$ cat src/design/sdrtc_defines.svh
// Constants of the SDRAM refresh and timing configuration block.
// What this block does
// - A refresh is requested every prescale-field times 16 clock cycles, or every 16 cycles for a field of zero.
// - The refresh state lasts the refresh hold count plus five cycles.
// - The refresh command goes out in the first refresh-state cycle; the rest is a wait.
// - A precharge lasts the precharge count plus one cycle.
// - The timing register resets to 0x2115.
`ifndef SDRTC_DEFINES_SVH
`define SDRTC_DEFINES_SVH
`define SDRTC_TIMING_OFFSET 32'h0000_0000
`define SDRTC_STATUS_OFFSET 32'h0000_0004
`define SDRTC_TIMING_RESET 16'h2115
`define SDRTC_RTP_HI 15
`define SDRTC_RTP_LO 10
`define SDRTC_RC_HI 9
`define SDRTC_RC_LO 8
`define SDRTC_RP_HI 5
`define SDRTC_RP_LO 4
`define SDRTC_WRITE_MASK 16'hFF3F
`define SDRTC_TICK_DIV 4'hF
`define SDRTC_RC_BASE 4'h5
`define SDRTC_RP_BASE 3'h1
`define SDRTC_HTRANS_NONSEQ_BIT 1
`endif

$ cat src/design/sdrtc_pkg.sv
// Types of the SDRAM refresh and timing configuration block.
package sdrtc_pkg;
	typedef enum logic [1:0] {
		SDRTC_IDLE = 2'b00,
		SDRTC_WAIT = 2'b01,
		SDRTC_REFRESH = 2'b10
	} sdrtc_state_e;
endpackage

$ cat src/design/sdrtc_top.sv
// SDRAM timing register with refresh scheduler behind an AHB-Lite slave.
//
// Decided for this implementation: the AHB-Lite slave port and the address map.
`include "sdrtc_defines.svh"
module sdrtc_top (
	// Clock and reset
	input wire logic hclk,
	input wire logic hresetn,
	// AHB-Lite slave
	input wire logic hsel,
	input wire logic [31:0] haddr,
	input wire logic [1:0] htrans,
	input wire logic hwrite,
	input wire logic [2:0] hsize,
	input wire logic [31:0] hwdata,
	input wire logic hready,
	output logic hreadyout,
	output logic hresp,
	output logic [31:0] hrdata,
	// Controller side
	input wire logic access_busy,
	output logic refresh_cmd,
	output logic refresh_active,
	output logic refresh_pending,
	output logic [3:0] refresh_cycles,
	output logic [2:0] precharge_cycles
);
	logic [15:0] timing_q;
	logic wr_pend_q;
	logic [31:0] wr_addr_q;
	logic expire;
	logic pend_q;
	logic [3:0] hold_q;
	sdrtc_pkg::sdrtc_state_e state_q;
	logic [3:0] rc_cycles;
	logic [2:0] rp_cycles;

	// Address phase of a transfer aimed at this slave
	function automatic logic bus_select(input logic sel, input logic [1:0] trans);
		return sel && trans[`SDRTC_HTRANS_NONSEQ_BIT];
	endfunction

	////////////////////////////////////////////////////////////////////////
	// Bus slave: zero wait states, always OKAY
	assign hreadyout = 1'b1;
	assign hresp = 1'b0;

	// Capture write address phase
	always_ff @(posedge hclk or negedge hresetn) begin
		if (!hresetn) begin
			wr_pend_q <= 1'b0;
			wr_addr_q <= 32'h0000_0000;
		end else if (hready) begin
			wr_pend_q <= bus_select(hsel, htrans) && hwrite;
			wr_addr_q <= haddr;
		end
	end

	// Timing register; reserved bits 7:6 are not writable
	always_ff @(posedge hclk or negedge hresetn) begin
		if (!hresetn) begin
			timing_q <= `SDRTC_TIMING_RESET;
		end else if (wr_pend_q && wr_addr_q == `SDRTC_TIMING_OFFSET) begin
			timing_q <= (hwdata[15:0] & `SDRTC_WRITE_MASK)
				| (`SDRTC_TIMING_RESET & ~`SDRTC_WRITE_MASK);
		end
	end

	// Read data registered in the data phase; unmapped reads give zero
	always_ff @(posedge hclk or negedge hresetn) begin
		if (!hresetn) begin
			hrdata <= 32'h0000_0000;
		end else if (hready && bus_select(hsel, htrans) && !hwrite) begin
			if (haddr == `SDRTC_TIMING_OFFSET) begin
				hrdata <= {16'h0000, timing_q};
			end else if (haddr == `SDRTC_STATUS_OFFSET) begin
				hrdata <= {28'h0000000, 1'b0, state_q == sdrtc_pkg::SDRTC_REFRESH,
					pend_q, refresh_cmd};
			end else begin
				hrdata <= 32'h0000_0000;
			end
		end
	end

	////////////////////////////////////////////////////////////////////////
	// Interval timer
	sdrtc_interval u_interval (
		.hclk(hclk),
		.hresetn(hresetn),
		.prescale(timing_q[`SDRTC_RTP_HI:`SDRTC_RTP_LO]),
		.expire(expire)
	);

	// Cycle counts derived from the fields
	assign rc_cycles = {2'b00, timing_q[`SDRTC_RC_HI:`SDRTC_RC_LO]} + `SDRTC_RC_BASE;
	assign rp_cycles = {1'b0, timing_q[`SDRTC_RP_HI:`SDRTC_RP_LO]} + `SDRTC_RP_BASE;

	// Pending request; a new expiry wins over the clear at refresh start
	always_ff @(posedge hclk or negedge hresetn) begin
		if (!hresetn) begin
			pend_q <= 1'b0;
		end else if (expire) begin
			pend_q <= 1'b1;
		end else if (state_q == sdrtc_pkg::SDRTC_IDLE && pend_q && !access_busy) begin
			pend_q <= 1'b0;
		end
	end

	////////////////////////////////////////////////////////////////////////
	// Refresh sequencer: command in the first cycle, then hold
	// The hold counter leaves at one, so loading the full count gives rc+5 active cycles
	always_ff @(posedge hclk or negedge hresetn) begin
		if (!hresetn) begin
			state_q <= sdrtc_pkg::SDRTC_IDLE;
			hold_q <= 4'h0;
			refresh_cmd <= 1'b0;
		end else begin
			refresh_cmd <= 1'b0;
			unique case (state_q)
				sdrtc_pkg::SDRTC_IDLE: begin
					if (pend_q && !access_busy) begin
						state_q <= sdrtc_pkg::SDRTC_REFRESH;
						refresh_cmd <= 1'b1;
						hold_q <= rc_cycles;
					end
				end
				sdrtc_pkg::SDRTC_REFRESH: begin
					if (hold_q <= 4'h1) begin
						state_q <= sdrtc_pkg::SDRTC_IDLE;
					end
					hold_q <= hold_q - 4'h1;
				end
				default: begin
					state_q <= sdrtc_pkg::SDRTC_IDLE;
				end
			endcase
		end
	end

	// Outputs to the controller
	assign refresh_active = (state_q == sdrtc_pkg::SDRTC_REFRESH);
	assign refresh_pending = pend_q;
	always_ff @(posedge hclk or negedge hresetn) begin
		if (!hresetn) begin
			refresh_cycles <= 4'h0;
			precharge_cycles <= 3'h0;
		end else begin
			refresh_cycles <= rc_cycles;
			precharge_cycles <= rp_cycles;
		end
	end
endmodule

$ cat src/design/sdrtc_interval.sv
// Refresh interval timer: divide by 16, then count the prescale value.
`include "sdrtc_defines.svh"
module sdrtc_interval (
	// Clock and reset
	input wire logic hclk,
	input wire logic hresetn,
	// Prescale field
	input wire logic [5:0] prescale,
	// One-cycle pulse when the interval ends
	output logic expire
);
	logic [3:0] div_q;
	logic [5:0] cnt_q;
	logic tick;

	// Sixteen-cycle enable pulse
	always_ff @(posedge hclk or negedge hresetn) begin
		if (!hresetn) begin
			div_q <= 4'h0;
		end else begin
			div_q <= div_q + 4'h1;
		end
	end
	assign tick = (div_q == `SDRTC_TICK_DIV);

	// Counts ticks down; a prescale of zero is treated as one tick
	always_ff @(posedge hclk or negedge hresetn) begin
		if (!hresetn) begin
			cnt_q <= 6'h00;
		end else if (tick) begin
			if (cnt_q <= 6'h01) begin
				cnt_q <= prescale;
			end else begin
				cnt_q <= cnt_q - 6'h01;
			end
		end
	end
	assign expire = tick && (cnt_q <= 6'h01);
endmodule

$ cat config.mk
export PLATFORM = sky130hd
export DESIGN_NAME = sdrtc_top
export DESIGN_NICKNAME = d
export VERILOG_FILES = /design/src/design/sdrtc_pkg.sv /design/src/design/sdrtc_top.sv /design/src/design/sdrtc_interval.sv
export VERILOG_INCLUDE_DIRS = /design/src /design/src/design
export SDC_FILE = /design/constraint.sdc
export NUM_CORES = 1
export LEC_CHECK = 0
export ABC_AREA = 1
export BUFFER_PORTS_ARGS = -buffer_cell sky130_fd_sc_hd__buf_4
export CAP_MARGIN = 20
export CORE_UTILIZATION = 30
export CTS_BUF_LIST = sky130_fd_sc_hd__clkbuf_8
export DETAILED_ROUTE_END_ITERATION = 10
export SLEW_MARGIN = 5
export SYNTH_ARGS = -nofsm -noshare
export SYNTH_HDL_FRONTEND = slang
export SYNTH_SLANG_ARGS = --single-unit
$ cat constraint.sdc
create_clock -name hclk -period 1.72 [get_ports hclk]
set_clock_uncertainty 0.1 [all_clocks]
set_input_delay 0 -clock hclk [delete_from_list [all_inputs] [get_ports hclk]]
set_output_delay 0 -clock hclk [all_outputs]
set_load 0.005 [all_outputs]
==> parameters.txt <==
Parameter                              Value

Power
  Power Dens Cells    773 mW/mm^2
  LEAKAGE    2.79 nW
  Maximum vdd drop    327 uV

Route
  Antenna-violating nets left    0
  Final WL    9350 um
  Detailed-routing iteration count for the pre-antenna-repair pass    5
  Drt via density    4.32
  Drt first-iter violations    114
  Average wire per cell in the routed design    12.0 um
  DRC Markers    0
  Vias    3361

Global routing
  Vias in the first global route    3290
  First-pass GRT wire length    15600 um
  Total overflow reported by the global router    0
  Number of antenna violations at the first check in global routing    0
  Largest net degree at the start of global routing    64
  All-layer global routing usage    0.151

Cells and area
  Most common library cell in the layout ignoring fill and taps    sky130_fd_sc_hd__nand2_1
  Ant diodes    0
  Share of post-route cells with drive strength above 1    0.203
  Most frequent cells in the layout    145 x sky130_fd_sc_hd__nand2_1, 80 x sky130_fd_sc_hd__dfrtp_1, 79 x sky130_fd_sc_hd__buf_4, 62 x sky130_fd_sc_hd__inv_1, 51 x sky130_fd_sc_hd__dlygate4sd3_1
  Utilization after layout    0.420
  Final net count    683
  Layout area overhead    34.5%
  Final non-filler cell total    778

Floorplan
  Area of the die    0.0138 mm^2
  Effective utilization at floorplan    0.312
  Placement Rows    41
  Chip width    117 um
  Placeable core area    0.0128 mm^2
  Number of placed I/O pins    119
  Height of the chip    117 um

Worst setup path
  Kind of start point of the critical path    flop
  Max FO, Critical Path    8
  CP Class    reg2reg
  Ordered list of cells on the worst path    inv_1 > ha_2 > nor2_1 > nand3b_4 > nor2_4 > inv_2 > o21ai_1 > nor2_1
  Library cell contributing the largest single delay on the critical path    sky130_fd_sc_hd__dfrtp_1
  Worst setup EP type    flop
  Crit path max-delay family    simple AND/OR/NAND/NOR gates
  Critical Path Most Common Cell    sky130_fd_sc_hd__nor2_1
  Critical path data required time    1870 ps
  Buffer and inverter count on the worst path    2
  Arrival time of data at the critical path endpoint    1740 ps
  Slowest cell delay on critical path    410 ps

Timing
  Setup-failing EPs final    0
  Slack of the critical path    130 ps
  Post-route worst hold slack    -9.10 ps
  Achievable Freq    0.629 GHz
  Total count of max-transition violations in the final report    0
  Worst Tran Pin Value    508 ps
  Minimum clock period after layout    1590 ps
  Total Neg Setup Slack    0 ps
  Worst slew margin relative to its limit    0.661
  Setup repair after global routing missed its margin    yes
  Final period util    0.925
  Hold violation count in the final report    5

Synth
  Sequential element share of the synthesized area    0.535
  Register bit total from synthesis    85
  Cell types with the largest area share after synthesis    sky130_fd_sc_hd__dfrtp_1 50%, sky130_fd_sc_hd__nand2_1 14%, sky130_fd_sc_hd__inv_1 5.6%
  Total number of yosys warnings    0
  Area share of the leading cell type in the synthesized netlist    0.502
  Post-Syn Area    0.00399 mm^2
  Synthesized area divided by synthesized cell count    8.45 um^2
  Cell type with the highest aggregate area in the netlist    sky130_fd_sc_hd__dfrtp_1
  Count of distinct cell types in the synthesized netlist    33
  Synthesized netlist cell count    472

Clocking
  Clk_lat worst skew    370 ps
  Setup bufs post-CTS    0
  Sinks on the clock net    85
  Number of buffers added by the clock tree synthesis step    9
  CTS clock-pin slew for the worst setup and hold paths    80 ps
  Root Buffer Master    sky130_fd_sc_hd__clkbuf_8
  Bufs on Longest Clock Path    2
  CTS tree    done
  Clock H-tree levels    3

Placement
  # placed instances    711
  Placer Congestion    0.754
  IO Port Bufs    76
  DP Wirelength    6400 um
  Minimum setup slack after placement    91.9 ps

Job
  Max capacitance violation total    0

Status
  Status    finished with violations
  Violations in the final reports    hold timing

Min path
  Type of the tightest min-delay check    in2reg
## power breakdown
part / internal, mW / switching (mW)
combinational: 0.338 / 0.366
sequential: 2.14 / 0.101
clock: 0.539 / 0.666
total: 3.01 / 1.13
## through the flow
step	power [mW]	area, um^2
after CTS	4.21	5360
after global placement	2.86	4680
after detailed placement	2.89	4680
after floorplan	2.63	4060
after global routing	4.39	5360
final	4.15	5360
## cells by family after synthesis
family | share of synthesized area
AND/OR/NAND/NOR | 0.243
multiplexers | 0.00565
XOR/XNOR | 0.00659
adder cells (fa/ha/maj) | 0.0220
flip-flops | 0.535
other | 0.00188
AO/OA/AOI/OAI | 0.0687
buffers and inverters | 0.117
## layer usage
metal / vias to the layer above / wire length [um] / share of wire / GRT usage
li1: 1677 / - / - / -
met1: 1603 / 4110 / 0.44 / 0.185
met2: 66 / 4720 / 0.50 / 0.257
met3: 15 / 365 / 0.039 / 0.0324
met4: 0 / 153 / 0.016 / 0.0658
met5: - / 0 / 0 / 0
## layout make-up
class | instances | area [um^2]
inverter | 65 | 244
sequential | 85 | 2130
clock inverter | 6 | 25.0
timing repair buffer | 132 | 1140
clock buffer | 10 | 138
tap | 172 | 215
fill | 1259 | 7410
multi-input combinational | 308 | 1460
## state kept, by name (all words and copies together), names as in the netlist, 3 cells and up
register and count:
hold_q 4, hrdata 14, precharge_cycles 3, refresh_cycles 4
timing_q 14, u_interval.cnt_q 6, u_interval.div_q 4, wr_addr_q 32
## worst paths after layout
kind | start | to | slack (ps) | cells after the start
min reg2reg | u_interval.div_q[0] | u_interval.div_q[0] | 350 | 1
max reg2reg | u_interval.cnt_q[0] | u_interval.cnt_q[5] | 130 | 8
max in group asynchronous | hresetn | timing_q[4] | 840 | 3
max | u_interval.cnt_q[0] | u_interval.cnt_q[5] | 130 | 8
min | hsel | hrdata[4] | -9 | 5
min in group asynchronous | hresetn | wr_addr_q[29] | 20 | 2
## Yosys cell counts (all sizes together)
library cell	instances
a211oi	1
conb	2
inv	65
nand3	24
o31ai	1
ha	7
o211ai	1
dfstp	5
o22ai	2
nor2	41
nand4	6
nand3b	1
xor2	2
buf	26
clkbuf	6
o21ai	41
nor4	1
nor3	2
xnor2	1
mux2	2
nand2	149
dfrtp	80
o221ai	1
a21oi	5
## worst register-to-register path: cells and delay by family (launching register included)
kind	cells	cell delay [ps]
simple gates	4	450
fa+ha+maj	1	220
flops	1	410
buf+inv	2	180
compound gates	1	110
## timing repair
item                                   4_1_cts  5_1_grt
setup endpoints to repair                    0       22
endpoints found under the hold margin      137        0
gates resized for setup                      0        4
hold buffers                                52        0
Power figures use the tool's default switching activity.
